--- config.mk ---
export PLATFORM = sky130hd
export DESIGN_NAME = framer_global_control
export DESIGN_NICKNAME = d
export VERILOG_FILES = /design/src/hdl/framer_global_pkg.sv /design/src/hdl/pulse_edge_sync.sv /design/src/hdl/framer_global_control.sv
export SDC_FILE = /design/constraint.sdc
export NUM_CORES = 1
export LEC_CHECK = 0
export ABC_CLOCK_PERIOD_IN_PS = 1700
export BUFFER_PORTS_ARGS = -buffer_cell sky130_fd_sc_hd__buf_2
export CAP_MARGIN = 20
export CORE_ASPECT_RATIO = 0.75
export CORE_MARGIN = 8
export CORE_UTILIZATION = 51
export CTS_CLUSTER_DIAMETER = 50
export DETAILED_ROUTE_END_ITERATION = 12
export HOLD_SLACK_MARGIN = 0.08
export MAX_ROUTING_LAYER = met4
export PLACE_DENSITY_LB_ADDON = 0.15
export SETUP_SLACK_MARGIN = 0.4
export SLEW_MARGIN = 20
export SYNTH_ARGS = -nofsm -noshare
export SYNTH_HDL_FRONTEND = slang
export SYNTH_SLANG_ARGS = --single-unit
--- constraint.sdc ---
create_clock -name clk -period 1.7 [get_ports clk]
set_clock_uncertainty 0.15 [all_clocks]
set_input_delay 0.255 -clock clk [delete_from_list [all_inputs] [get_ports clk]]
set_output_delay 0.255 -clock clk [all_outputs]
set_load 0.02 [all_outputs]
--- src/hdl/framer_global_pkg.sv ---
// Purpose: Shared constants for the framer global control block.
// Assumes: 25 MHz system clock; 12-bit processor address.
// Notes:   Framer selector lives in the top four address bits.
package framer_global_pkg;

    // ****************************************************************
    // Sizes
    // ****************************************************************
    localparam int NUM_FRAMERS   = 8;
    localparam int ADDR_WIDTH    = 12;
    localparam int DATA_WIDTH    = 16;
    localparam int SEL_MSB       = 11;
    localparam int SEL_LSB       = 8;

    // ****************************************************************
    // Selector codes and bit positions
    // ****************************************************************
    localparam logic [3:0] SEL_ALL_FRAMERS = 4'h8;
    localparam int SEL_TOP_BIT   = 3;
    localparam int SEL_MID_BIT   = 1;
    localparam int SEL_LOW_BIT   = 0;

    // ****************************************************************
    // Timing
    // ****************************************************************
    localparam int CLK_PERIOD_NS = 40;
    localparam int RESET_MIN_NS  = 100;
    localparam int RESET_MIN_CYCLES =
        (RESET_MIN_NS + CLK_PERIOD_NS - 1) / CLK_PERIOD_NS;

    // ****************************************************************
    // Reset values
    // ****************************************************************
    localparam logic [7:0] RST_ENABLE_MASK = 8'h00;
    localparam logic [7:0] RST_E1_MODE     = 8'h00;

    // ****************************************************************
    // Global register offsets within the global page
    // ****************************************************************
    localparam logic [7:0] REG_T1_ENABLE  = 8'h00;
    localparam logic [7:0] REG_E1_ENABLE  = 8'h01;
    localparam logic [7:0] REG_LINE_MODE  = 8'h02;
    localparam logic [7:0] REG_STATUS     = 8'h03;

endpackage : framer_global_pkg

--- src/hdl/pulse_edge_sync.sv ---
// Purpose: Three-stage synchroniser with falling-edge detection.
// Assumes: Input is asynchronous to clk.
// Notes:   First stage is read only by the second stage.
`timescale 1ns/1ps
module pulse_edge_sync #(
    // Level the chain holds in reset; pick the pin's safe level.
    parameter logic RESET_LEVEL = 1'b1
) (
    // Clock and reset
    input  wire logic clk,
    input  wire logic rst,
    // Pin
    input  wire logic async_in,
    // Results
    output logic      level,
    output logic      fall
);

    typedef struct packed {
        logic s1;
        logic s2;
        logic s3;
        logic fall;
    } state_t;

    state_t cur;
    state_t next_cur;

    always_comb begin
        next_cur      = cur;
        next_cur.s1   = async_in;
        next_cur.s2   = cur.s1;
        next_cur.s3   = cur.s2;
        next_cur.fall = cur.s3 & ~cur.s2;
        if (rst) begin
            next_cur = '{s1: RESET_LEVEL, s2: RESET_LEVEL,
                         s3: RESET_LEVEL, fall: 1'b0};
        end
    end

    always_ff @(posedge clk) begin
        cur <= next_cur;
    end

    assign level = cur.s3;
    assign fall  = cur.fall;

endmodule : pulse_edge_sync

--- src/hdl/framer_global_control.sv ---
// Purpose: Global reset, alarm force, multiframe pulse and address decode
//          shared by eight framers.
// Assumes: The three device pins are asynchronous and pass three flip-flops first.
// Notes:   Function
`timescale 1ns/1ps
module framer_global_control #(
    parameter int NUM_FRAMERS = framer_global_pkg::NUM_FRAMERS
) (
    // Clock and reset
    input  wire logic                       clk,
    input  wire logic                       rst,
    // Device pins
    input  wire logic                       global_reset_n,
    input  wire logic                       force_line_alarm_all_ones_n,
    input  wire logic                       tx_multiframe_boundary_pulse,
    // Processor port
    input  wire logic [framer_global_pkg::ADDR_WIDTH-1:0] addr,
    input  wire logic [framer_global_pkg::DATA_WIDTH-1:0] wdata,
    input  wire logic                       wr,
    input  wire logic                       rd,
    output logic [framer_global_pkg::DATA_WIDTH-1:0]      rdata,
    // Framer side
    output logic [NUM_FRAMERS-1:0]          framer_reset,
    output logic                            line_alarm_all_ones,
    output logic [NUM_FRAMERS-1:0]          framer_wr,
    output logic [NUM_FRAMERS-1:0]          framer_rd,
    output logic [framer_global_pkg::ADDR_WIDTH-1:0]      framer_addr,
    output logic [framer_global_pkg::DATA_WIDTH-1:0]      framer_wdata,
    output logic [NUM_FRAMERS-1:0]          tx_frame0_mark,
    output logic [NUM_FRAMERS-1:0]          internal_boundary
);

    // ****************************************************************
    // Selector decode
    // ****************************************************************
    typedef enum logic [1:0] {SEL_ONE, SEL_ALL, SEL_GLOBAL, SEL_NONE}
        sel_kind_t;

    function automatic sel_kind_t decode_sel(input logic [3:0] sel);
        if (!sel[framer_global_pkg::SEL_TOP_BIT]) begin
            decode_sel = SEL_ONE;
        end else if (sel == framer_global_pkg::SEL_ALL_FRAMERS) begin
            decode_sel = SEL_ALL;
        end else if (sel[framer_global_pkg::SEL_LOW_BIT] &&
                     !sel[framer_global_pkg::SEL_MID_BIT]) begin
            decode_sel = SEL_GLOBAL;
        end else begin
            decode_sel = SEL_NONE;
        end
    endfunction : decode_sel

    // ****************************************************************
    // Pin synchronisers
    // ****************************************************************
    logic reset_n_level;
    logic alarm_n_level;
    logic mf_level;
    logic mf_fall;

    // The reset chain clears to the asserted level, so a pin still held
    // low cannot let the framers out of reset while the chain refills.
    pulse_edge_sync #(
        .RESET_LEVEL (1'b0)
    ) u_reset_sync (
        .clk      (clk),
        .rst      (rst),
        .async_in (global_reset_n),
        .level    (reset_n_level),
        .fall     ()
    );

    pulse_edge_sync u_alarm_sync (
        .clk      (clk),
        .rst      (rst),
        .async_in (force_line_alarm_all_ones_n),
        .level    (alarm_n_level),
        .fall     ()
    );

    // The pulse is sampled on the backplane-timed system clock.
    pulse_edge_sync u_mf_sync (
        .clk      (clk),
        .rst      (rst),
        .async_in (tx_multiframe_boundary_pulse),
        .level    (mf_level),
        .fall     (mf_fall)
    );

    // ****************************************************************
    // State
    // ****************************************************************
    typedef struct packed {
        logic [NUM_FRAMERS-1:0] t1_external_superframe_enable;
        logic [NUM_FRAMERS-1:0] e1_external_multiframe_enable;
        logic [NUM_FRAMERS-1:0] e1_mode;
        logic [NUM_FRAMERS-1:0] framer_reset;
        logic                   alarm;
        logic [NUM_FRAMERS-1:0] framer_wr;
        logic [NUM_FRAMERS-1:0] framer_rd;
        logic [framer_global_pkg::ADDR_WIDTH-1:0] framer_addr;
        logic [framer_global_pkg::DATA_WIDTH-1:0] framer_wdata;
        logic [framer_global_pkg::DATA_WIDTH-1:0] rdata;
        logic [NUM_FRAMERS-1:0] frame0_mark;
        logic [NUM_FRAMERS-1:0] internal_boundary;
    } state_t;

    state_t cur;
    state_t next_cur;

    logic [3:0]             sel;
    logic [2:0]             idx;
    logic [7:0]             reg_off;
    sel_kind_t              kind;
    logic [NUM_FRAMERS-1:0] ext_en;

    assign sel     = addr[framer_global_pkg::SEL_MSB:framer_global_pkg::SEL_LSB];
    assign idx     = sel[2:0];
    assign reg_off = addr[7:0];
    assign kind    = decode_sel(sel);

    always_comb begin
        next_cur              = cur;
        next_cur.framer_wr    = '0;
        next_cur.framer_rd    = '0;
        next_cur.rdata        = '0;
        next_cur.framer_addr  = addr;
        next_cur.framer_wdata = wdata;

        // Global reset pin holds every framer and register at default.
        next_cur.framer_reset = {NUM_FRAMERS{~reset_n_level}};

        // The force pin bypasses all register state.
        next_cur.alarm = ~alarm_n_level;

        // Each framer picks T1 or E1 enable by its own e1_mode line-rate bit.
        ext_en = (cur.t1_external_superframe_enable & ~cur.e1_mode) |
                 (cur.e1_external_multiframe_enable & cur.e1_mode);
        next_cur.frame0_mark       = ext_en & {NUM_FRAMERS{mf_fall}};
        // A pin held high, or no enable, leaves the framer free running.
        next_cur.internal_boundary = ~ext_en |
                                     {NUM_FRAMERS{mf_level}};

        if (wr) begin
            unique case (kind)
                SEL_ONE:    next_cur.framer_wr[idx] = 1'b1;
                SEL_ALL:    next_cur.framer_wr = '1;
                SEL_GLOBAL: begin
                    if (reg_off == framer_global_pkg::REG_T1_ENABLE) begin
                        next_cur.t1_external_superframe_enable = wdata[7:0];
                    end
                    if (reg_off == framer_global_pkg::REG_E1_ENABLE) begin
                        next_cur.e1_external_multiframe_enable = wdata[7:0];
                    end
                    if (reg_off == framer_global_pkg::REG_LINE_MODE) begin
                        next_cur.e1_mode = wdata[7:0];
                    end
                end
                SEL_NONE:   ;
            endcase
        end else if (rd) begin
            unique case (kind)
                SEL_ONE:    next_cur.framer_rd[idx] = 1'b1;
                // Broadcast reads are refused and return zero.
                SEL_ALL:    ;
                SEL_GLOBAL: begin
                    unique case (reg_off)
                        framer_global_pkg::REG_T1_ENABLE:
                            next_cur.rdata = {8'h00,
                                cur.t1_external_superframe_enable};
                        framer_global_pkg::REG_E1_ENABLE:
                            next_cur.rdata = {8'h00,
                                cur.e1_external_multiframe_enable};
                        framer_global_pkg::REG_LINE_MODE:
                            next_cur.rdata = {8'h00, cur.e1_mode};
                        framer_global_pkg::REG_STATUS:
                            next_cur.rdata = {13'h0000, mf_level,
                                ~alarm_n_level, ~reset_n_level};
                        default: next_cur.rdata = '0;
                    endcase
                end
                SEL_NONE:   ;
            endcase
        end

        if (rst || !reset_n_level) begin
            next_cur.t1_external_superframe_enable =
                framer_global_pkg::RST_ENABLE_MASK;
            next_cur.e1_external_multiframe_enable =
                framer_global_pkg::RST_ENABLE_MASK;
            next_cur.e1_mode     = framer_global_pkg::RST_E1_MODE;
            next_cur.framer_wr   = '0;
            next_cur.framer_rd   = '0;
            next_cur.frame0_mark = '0;
        end
        if (rst) begin
            next_cur.framer_reset      = '1;
            next_cur.alarm             = 1'b0;
            next_cur.rdata             = '0;
            next_cur.framer_addr       = '0;
            next_cur.framer_wdata      = '0;
            next_cur.internal_boundary = '1;
        end
    end

    always_ff @(posedge clk) begin
        cur <= next_cur;
    end

    // ****************************************************************
    // Outputs
    // ****************************************************************
    assign rdata               = cur.rdata;
    assign framer_reset        = cur.framer_reset;
    assign line_alarm_all_ones = cur.alarm;
    assign framer_wr           = cur.framer_wr;
    assign framer_rd           = cur.framer_rd;
    assign framer_addr         = cur.framer_addr;
    assign framer_wdata        = cur.framer_wdata;
    assign tx_frame0_mark      = cur.frame0_mark;
    assign internal_boundary   = cur.internal_boundary;

endmodule : framer_global_control

Yosys cells after proc, flatten, opt, wreduce, memory -nomap -nowiden

Cells that the tools add are included.
Widths: inputs -> output; s select.

Register bits: 112
Bits of input ports: 35

Mux-type cells: 7
Bitwise gates (word level): 15
Reductions and logical operators: 13
Magnitude comparators: 2
Eq/ne operators: 6

Operator list:

| operator           | number |
|---|---|
| $pmux 8 s4         | 1 |
| $and 8x8->8        | 3 |
| $eq 8x2->1 const B | 2 |
| $not 8->8          | 2 |
| $or 8x8->8         | 2 |
| $pmux 8 s2         | 1 |
| $reduce_and 3->1   | 3 |
| $eq 8x1->1 const B | 1 |
| $logic_not 8->1    | 1 |
| $reduce_or 4->1    | 2 |
| $not 1->1          | 7 |
| $eq 4x4->1 const B | 1 |
| $lt 3x4->1 const B | 1 |
| $mux 2             | 2 |
| $demux 1 s3        | 1 |
| $ge 3x1->1 const B | 1 |
| $eq 2x1->1 const B | 1 |
| $eq 2x2->1 const B | 1 |
| $logic_and 1x1->1  | 2 |
| $logic_not 1->1    | 2 |
| $logic_not 2->1    | 1 |
| $mux 1             | 2 |
| $reduce_or 2->1    | 1 |
| $and 1x1->1        | 1 |
| $logic_or 1x1->1   | 1 |

Longest topological paths before layout

Gate-level depths: netlist (run 1).

Depth in word-level cells: 8
Mapped depth: 5

By module

From an unflattened synthesis (run 1), not the netlist that was laid out.

Cells, all modules: 404
Area, all modules: 4120.2 sq um

By module, submodules not included:

| module                              | cells an instance | sequential area each (sq um) | area an instance (sq um) | times used |
|---|---|---|---|---|
| framer_global_control               | 380               | 1881.8                       | 3796.1                   | 1 |
| pulse_edge_sync at u_alarm_sync ... | 8                 | 80.1                         | 106.4                    | 2 |
| pulse_edge_sync at u_reset_sync     | 8                 | 80.1                         | 111.4                    | 1 |

Least setup slack after synthesis (run 1)

No wires, ideal clock.

Kind: input to register
Start point: in addr[0] (netlist bit)
End point: reg cur[85] (netlist bit)
Path slack: 0.270 ns
Arrival time: 1.153 ns
Library setup time: 0.127 ns
Buffers on the path: 1
Stages: 4
Path through: buf_2 > and2b_1 > nand4_2 > mux2i_1

Longest elaborated chain between the ends: 2

RTL lines:

| what                       | RTL line                     | RTL |
|---|---|---|
| start: declaration         | framer_global_control.sv:17  | `input wire logic [framer_global_pkg::ADDR_WIDTH-1:0] addr,` |
| $eq 8x2->1                 | framer_global_control.sv:154 | `if (reg_off == framer_global_pkg::REG_LINE_MODE) begin` |
| $reduce_and 3->1 (no line) | n/a                          |  |
| end signal: assignment     | framer_global_control.sv:206 | `cur <= next_cur;` |
| end: declaration           | framer_global_control.sv:107 | `state_t cur;` |

No other way between the ends.
A chain may end at the register's enable or synchronous reset.

Worst setup path after layout (run 1)

Start point: reg framer_reset[0] (netlist name)
End point: out framer_reset[6]

RTL lines:

| what             | RTL line                    | RTL |
|---|---|---|
| end: declaration | framer_global_control.sv:23 | `output logic [NUM_FRAMERS-1:0] framer_reset,` |

No word-level cell between the ends.

==> impl_results.md, run 1 <==
* Status: complete, no violations
* Kind of critical path: flop to primary output
* Ys Warns at 0
* Simple-Gate Fraction of Synth Area at 18.8%
* Core ar. at 7810 µm²
* Number of synthesized flops with an enable pin at 0
* CP Launch Type: flop
* Netlist cell types at 28
* Top-area cell type share of the netlist area at 51.2%
* Register area share after synthesis at 51.2%
* Worst-path clk slew at 0.09 ns
* Starting DRT DRC Count at 186
* DP HPWL at around 6300 µm
* Endpoints failing hold at 0
* Mapped Area at 4060 µm²
* Synthesis-to-finish area growth at 22.0%
* WP buf/inv at 1
* Gate Count Post-Synth at 402
* Routed length per instance at 15.1 µm
* Post-synth top cells: 104 x dfxtp_1, 84 x buf_4, 40 x mux2i_1, 40 x nand2_1, 40 x nor2b_1
* CP max stage delay at 0.43 ns
* Critical Path Start: framer_reset[0]
* Layout Nets at approximately 510
* Final setup TNS at 0 ns
* Count leader, synth: dfxtp_1
* Largest family of logic cells by synthesized area: simple AND/OR/NAND/NOR gates
* H-tree depth at 3
* Period utilization at 78.9%
* Reg-to-reg startpoint: u_reset_sync.level
* Die Area at roughly 11000 µm²
* Layout fillers at about 670
* Post-DR vias/cell at 4.57
* Synth async-reset ratio at 0%
* Final core utilization at 63.4%
* Starting Density at 52.0%
* Crit path max-delay cell type: dfxtp_4
* Crit path cell chain: buf_6
* DR vias at 2685
* Adder-Cell Fraction of Synth Area at 0%
* Worst hold path startpoint: addr[10]
* Complex-gate fraction of the synthesized area at 2.31%
* Dpl cells at 537
* CTS tree: done
* Xor/xnor share of the synthesized area at less than 1%
* Largest net degree at the start of global routing at 22
* Maximum clock frequency at 0.745 GHz
* Vias in the first global route at 2782
* Hold WS at 0.0974 ns
* Clk root buf: clkbuf_8
* TritonCTS Sinks at between 100 and 150
* VDD IR max at 0.000576 V
* Routability cong. at approximately 0.80
* First-pass GRT wire length at 13900 µm
* Critical Path RT at 1.29 ns
* Top cells by area, synth: dfxtp_1 51%, buf_4 16%, mux2i_1 9.9%
* Share of cells above drive strength 1 at 35.7%
* Cell area after layout at 4960 µm²
* Gr ovfl total at 0
* Worst-Margin Slew at 0.467 ns
* Routed Antenna Nets at 0
* Max-slew violation count at 0
* Clk_lat worst skew at 0.37 ns
* Register bit total from synthesis at 104
* Area leader, netlist: dfxtp_1
* RSZ-0062 raised after global routing: yes
* Crit Path Max Fanout at 8
* Crit. End Element: primary output
* Ant diodes at 0
* Syn Area/Cell at 10.1 µm²
* Max cap viols at 0
* Finished Layout Cells at 587
* 1st-pass router iterations at 4
* CTS max path bufs at 2
* Input/output buffers at 111
* Routed wire length at 8840 µm
* Mux cell area share after synthesis at 10.4%
* Die Height at 93.3 µm
* Die X at 119 µm
* # DRC at 0
* Initial antenna violation count at 0
* GR Util All Layers at around 16%
* Setup-failing EPs final at 0
* Lkg Pwr at 2.28 nW
* Hold WC Path Type: primary input to flop
* Period minus WS final at 1.34 ns
* Dpl cell area at 4180 µm²
* # IOs at 120
* Worst EP arrival at 0.94 ns
* Std-Cell Rows at 28
* Num CTS Buffers at 9
* Top FF cell, synth: dfxtp_1
* Crit path max-delay family: flip-flops
* Relative slew slack at 68.0%
* PD cells at 871 nW/µm²
final cells by class:
cell class / count / area, µm² / area share (%)
Clock inverter: 6 / 51.3 / 1.04
Tap cell: 105 / 131 / 2.65
Timing Repair Buffer: 154 / 1100 / 22.2
Sequential cell: 104 / 2090 / 42.2
Inverter: 2 / 7.51 / 0.151
Clock buffer: 10 / 138 / 2.78
Multi-Input combinational cell: 206 / 1440 / 29.0
path summary, 6_finish.rpt:
kind                               to  slack (ns)  depth (start not counted)
setup / recovery      framer_reset[6]        0.36                          1
setup reg to reg             cur[104]        0.41                          4
hold reg to reg   line_alarm_all_ones        0.26                          1
hold / removal           framer_wr[2]         0.1                          2
layout by cell type (no fill, tap or decap), types with 2 or more instances in the layout:
cell,instances
buf_4,29
nor2_4,3
dlygate4sd3_1,28
nand2b_1,10
clkbuf_16,2
a2bb2oi_1,5
inv_1,2
or2_2,6
nor3_1,5
nand2_4,2
dfxtp_2,3
and3_1,2
clkbuf_8,10
clkinv_4,2
buf_6,10
nand2_1,36
buf_2,84
conb_1,8
dfxtp_1,100
inv_6,3
o21ai_0,3
nor2_1,20
a211oi_1,4
nor2b_1,39
mux2i_1,40
nand4_4,3
nor2_2,6
power by group:
part | internal (mW) | switching, mW
logic | 0.170 | 0.200
registers | 2.48 | 0.0130
clock network | 0.593 | 0.863
total | 3.24 | 1.08
cell families (layout without fill, tap and decap cells):
logic type | after synthesis | after routing
XOR/XNOR | 1 | 1
multiplexers | 41 | 41
AND/OR/NAND/NOR | 143 | 143
flip-flops | 104 | 104
buffers and inverters | 99 | 172
AO/OA/AOI/OAI | 13 | 13
other | 1 | 8
through the flow:
step / power, mW / setup slack, ns
after CTS: 4.34 / 0.283
after global routing: 4.48 / 0.311
after detailed placement: 2.84 / -0.0926
final: 4.32 / 0.359
after global placement: 2.84 / -0.0480
after floorplan: 2.78 / 0.270
registers in the layout, summed over array words and instances (netlist names):
signal / cells
framer_wdata: 16
u_mf_sync.level: 1
u_alarm_sync.cur: 2
framer_rd: 8
tx_frame0_mark: 8
u_mf_sync.fall: 1
line_alarm_all_ones: 1
framer_wr: 8
internal_boundary: 8
u_alarm_sync.level: 1
u_reset_sync.level: 1
rdata: 8
u_reset_sync.cur: 2
cur: 24
framer_addr: 12
framer_reset: 1
u_mf_sync.cur: 2
what timing repair did:
item                                    4_1_cts  5_1_grt
gates cloned                                  0        2
hold endpoints to repair                     42        0
endpoints found under the setup margin       48       67
setup buffers                                 0        4
gates resized for setup                      24       45
pin swaps                                     0        3
hold buffers                                 28        0
metal layers:
metal,vias to the layer above,part of all wire [%],GRT usage [%]
li1,1355,-,-
met1,1231,48,20.1
met2,92,44,24.4
met3,7,7.0,5.60
met4,0,0.86,5.35
met5,-,0,-
No activity file was read; power rests on OpenSTA's default activity.
==> run 2: changes to the inputs <==
--- a/config.mk
+++ b/config.mk
@@ -5,12 +5,13 @@
 export SDC_FILE = /design/constraint.sdc
 export NUM_CORES = 1
 export LEC_CHECK = 0
-export ABC_CLOCK_PERIOD_IN_PS = 1700
+export ABC_AREA = 1
+export ABC_CLOCK_PERIOD_IN_PS = 1400
 export BUFFER_PORTS_ARGS = -buffer_cell sky130_fd_sc_hd__buf_2
 export CAP_MARGIN = 20
 export CORE_ASPECT_RATIO = 0.75
 export CORE_MARGIN = 8
-export CORE_UTILIZATION = 51
+export CORE_UTILIZATION = 52
 export CTS_CLUSTER_DIAMETER = 50
 export DETAILED_ROUTE_END_ITERATION = 12
 export HOLD_SLACK_MARGIN = 0.08
==> constraint.sdc (replaced) <==
create_clock -name clk -period 1.4 [get_ports clk]
set_clock_uncertainty 0.15 [all_clocks]
set_input_delay 0.21 -clock clk [delete_from_list [all_inputs] [get_ports clk]]
set_output_delay 0.21 -clock clk [all_outputs]
set_load 0.02 [all_outputs]
==> impl_results.md, run 2 <==
* Met3 wire length at 659 µm
* Worst EP arrival at between 0.9 and 1 ns
* Commonest non-fill, non-tap cell in the layout: buf_6
* Crit Path Max Fanout at 8
* Num CTS Buffers at 9
* Dpl cells at 686
* Synth async-reset ratio at 0%
* Routed wire length at 10900 µm
* Number of synthesized flops with an enable pin at 0
* Die Height at around 95 µm
* Starting Density at 54.0%
* Share of cells above drive strength 1 at 60.0%
* Final setup TNS at 0 ns
* Core ar. at 7920 µm²
* Top FF cell, synth: dfxtp_1
* Maximum clock frequency at 0.789 GHz
* Worst-path clk slew at ~0.10 ns
* Crit. End Element: primary output
* Max-slew violation count at 0
* GR Util All Layers at 19.2%
* Routed length per instance at around 15 µm
* # DRC at 0
* H-tree depth at 3
* Crit path max-delay cell type: dfxtp_4
* CP max stage delay at 0.39 ns
* Setup-failing EPs final at 0
* Die Area at 11400 µm²
* Mapped Area at 4270 µm²
* Ys Warns at 0
* First-pass GRT wire length at 16700 µm
* Period utilization at between 90 and 100%
* Finished Layout Cells at 750
* Top cells by area, synth: dfxtp_1 49%, buf_4 15%, nand2_1 8.3%
* Combinational power share at 10.7%
* DR vias at 3514
* Ant diodes at 0
* Area leader, netlist: dfxtp_1
* Synthesis-to-finish area growth at 48.4%
* Largest net degree at the start of global routing at 19
* Max reg flops at 24
* Gr ovfl total at 0
* # IOs at 120
* Layout fillers at 519
* Clock Power Share at 34.7%
* Endpoints failing hold at 0
* CP Launch Type: flop
* Critical Path RT at 1.04 ns
* TritonCTS Sinks at 104
* Layout Nets at 675
* Switching Fraction at 24.7%
* Vias in the first global route at ~3400
* Lkg Pwr at 2.81 nW
* Cell Int Power at 4.19 mW
* Period minus WS final at 1.27 ns
* Routed Antenna Nets at 0
* Hold WC Path Type: primary input to flop
* Routability cong. at around 0.84
* Gate Count Post-Synth at 537
* Register bit total from synthesis at 104
* Switching power total at about 1.4 mW
* Starting DRT DRC Count at 216
* Top-area cell type share of the netlist area at 48.7%
* Register area share after synthesis at 48.7%
* WL met1 at 4740 µm
* Largest reg by FF count: cur
* CTS tree: done
* WP buf/inv at 1
* Crit path cell chain: buf_4
* DP HPWL at between 7000 and 8000 µm
* CTS max path bufs at 2
* Post-DR vias/cell at 4.69
* Clk_lat worst skew at between 0.3 and 0.4 ns
* Count leader, synth: dfxtp_1
* Most frequent cells in the layout: 82 x buf_6, 79 x dfxtp_2, 67 x nor2_1, 65 x nand2_1, 47 x inv_1
* Initial antenna violation count at 0
* Met2 routed WL at 5370 µm
* Hold WS at 0.0311 ns
* Final core utilization at 80.1%
* Netlist cell types at 24
* Input/output buffers at 111
* Post-synth top cells: 104 x dfxtp_1, 94 x nand2_1, 87 x buf_4
* Syn Area/Cell at ~8.0 µm²
* 1st-pass router iterations at 4
* VDD IR max at 0.000755 V
* Top Layer Used: met4
* Power Total at 5.57 mW
* RSZ-0062 raised after global routing: yes
* Reg power frac at about 55%
* Crit path max-delay family: flip-flops
* Status: complete, no violations
* PD cells at around 880 nW/µm²
* Kind of critical path: flop to primary output
* Std-Cell Rows at 28
* Die X at 121 µm
* Clk root buf: clkbuf_8
* Max cap viols at 0
-- run 2: per-layer routing --
metal	up-vias	global-route usage, %
li1	1731	-
met1	1646	22.2
met2	127	32.4
met3	10	5.61
met4	0	4.56
met5	-	-
-- run 2: timing repair --
item / 4_1_cts / 5_1_grt
setup buffers: 7 / 4
cloned: 4 / 1
gates resized for setup: 274 / 91
hold endpoints to repair: 56 / 18
pin swaps: 27 / 34
hold buffers: 30 / 4
setup endpoints to repair: 135 / 138
-- run 2: power groups by stage --
stage	logic [mW]	registers [mW]	clock network (mW)
floorplan	0.310	3.09	0
global placement	0.407	3.09	0
detailed placement	0.413	3.09	0
CTS	0.549	3.04	1.98
global route	0.636	3.04	2.11
finish	0.595	3.04	1.93
-- run 2: cells by family (layout without fill, tap and decap cells) --
kind of cell | Yosys count | after routing | share of synthesized area [%]
simple gates | 253 | 255 | 26.6
flops | 104 | 104 | 48.7
buf+inv | 156 | 255 | 21.9
compound gates | 23 | 23 | 2.69
other cells | 1 | 8 | 0.0878
-- run 2: worst paths after layout --
path	slack, ns	startpoint	end	cells after the start
setup / recovery	0.13	framer_reset[0]	framer_reset[6]	1
hold / removal	0.03	addr[10]	framer_rd[2]	4
setup reg to reg	0.20	u_reset_sync.level	cur[91]	6
hold reg to reg	0.25	u_reset_sync.cur[2]	u_reset_sync.level	2
-- run 2: worst register-to-register path, cell delays in order, from the launching register on --
cell     delay, ns
dfxtp_2       0.34
inv_2         0.05
nor2_4        0.18
buf_6         0.18
buf_6         0.13
nand2_2       0.04
nor2_1        0.08
-- run 2: final cells by class --
cell class	instances	area (µm²)	share of cell area, %
inverter	62	299	4.72
timing repair buffer	176	1710	26.9
tap	105	131	2.07
clock buffer	10	138	2.17
multi-input combinational	286	1790	28.2
clock inverter	6	75.1	1.18
timing repair inverter	1	11.3	0.178
sequential	104	2190	34.6
-- run 2: per-stage QoR --
stage	worst slack, ns	area [µm²]
global placement	-0.0519	4630
detailed placement	-0.0770	4630
floorplan	0.157	4520
global route	0.0836	6340
CTS	0.124	5950
finish	0.132	6340
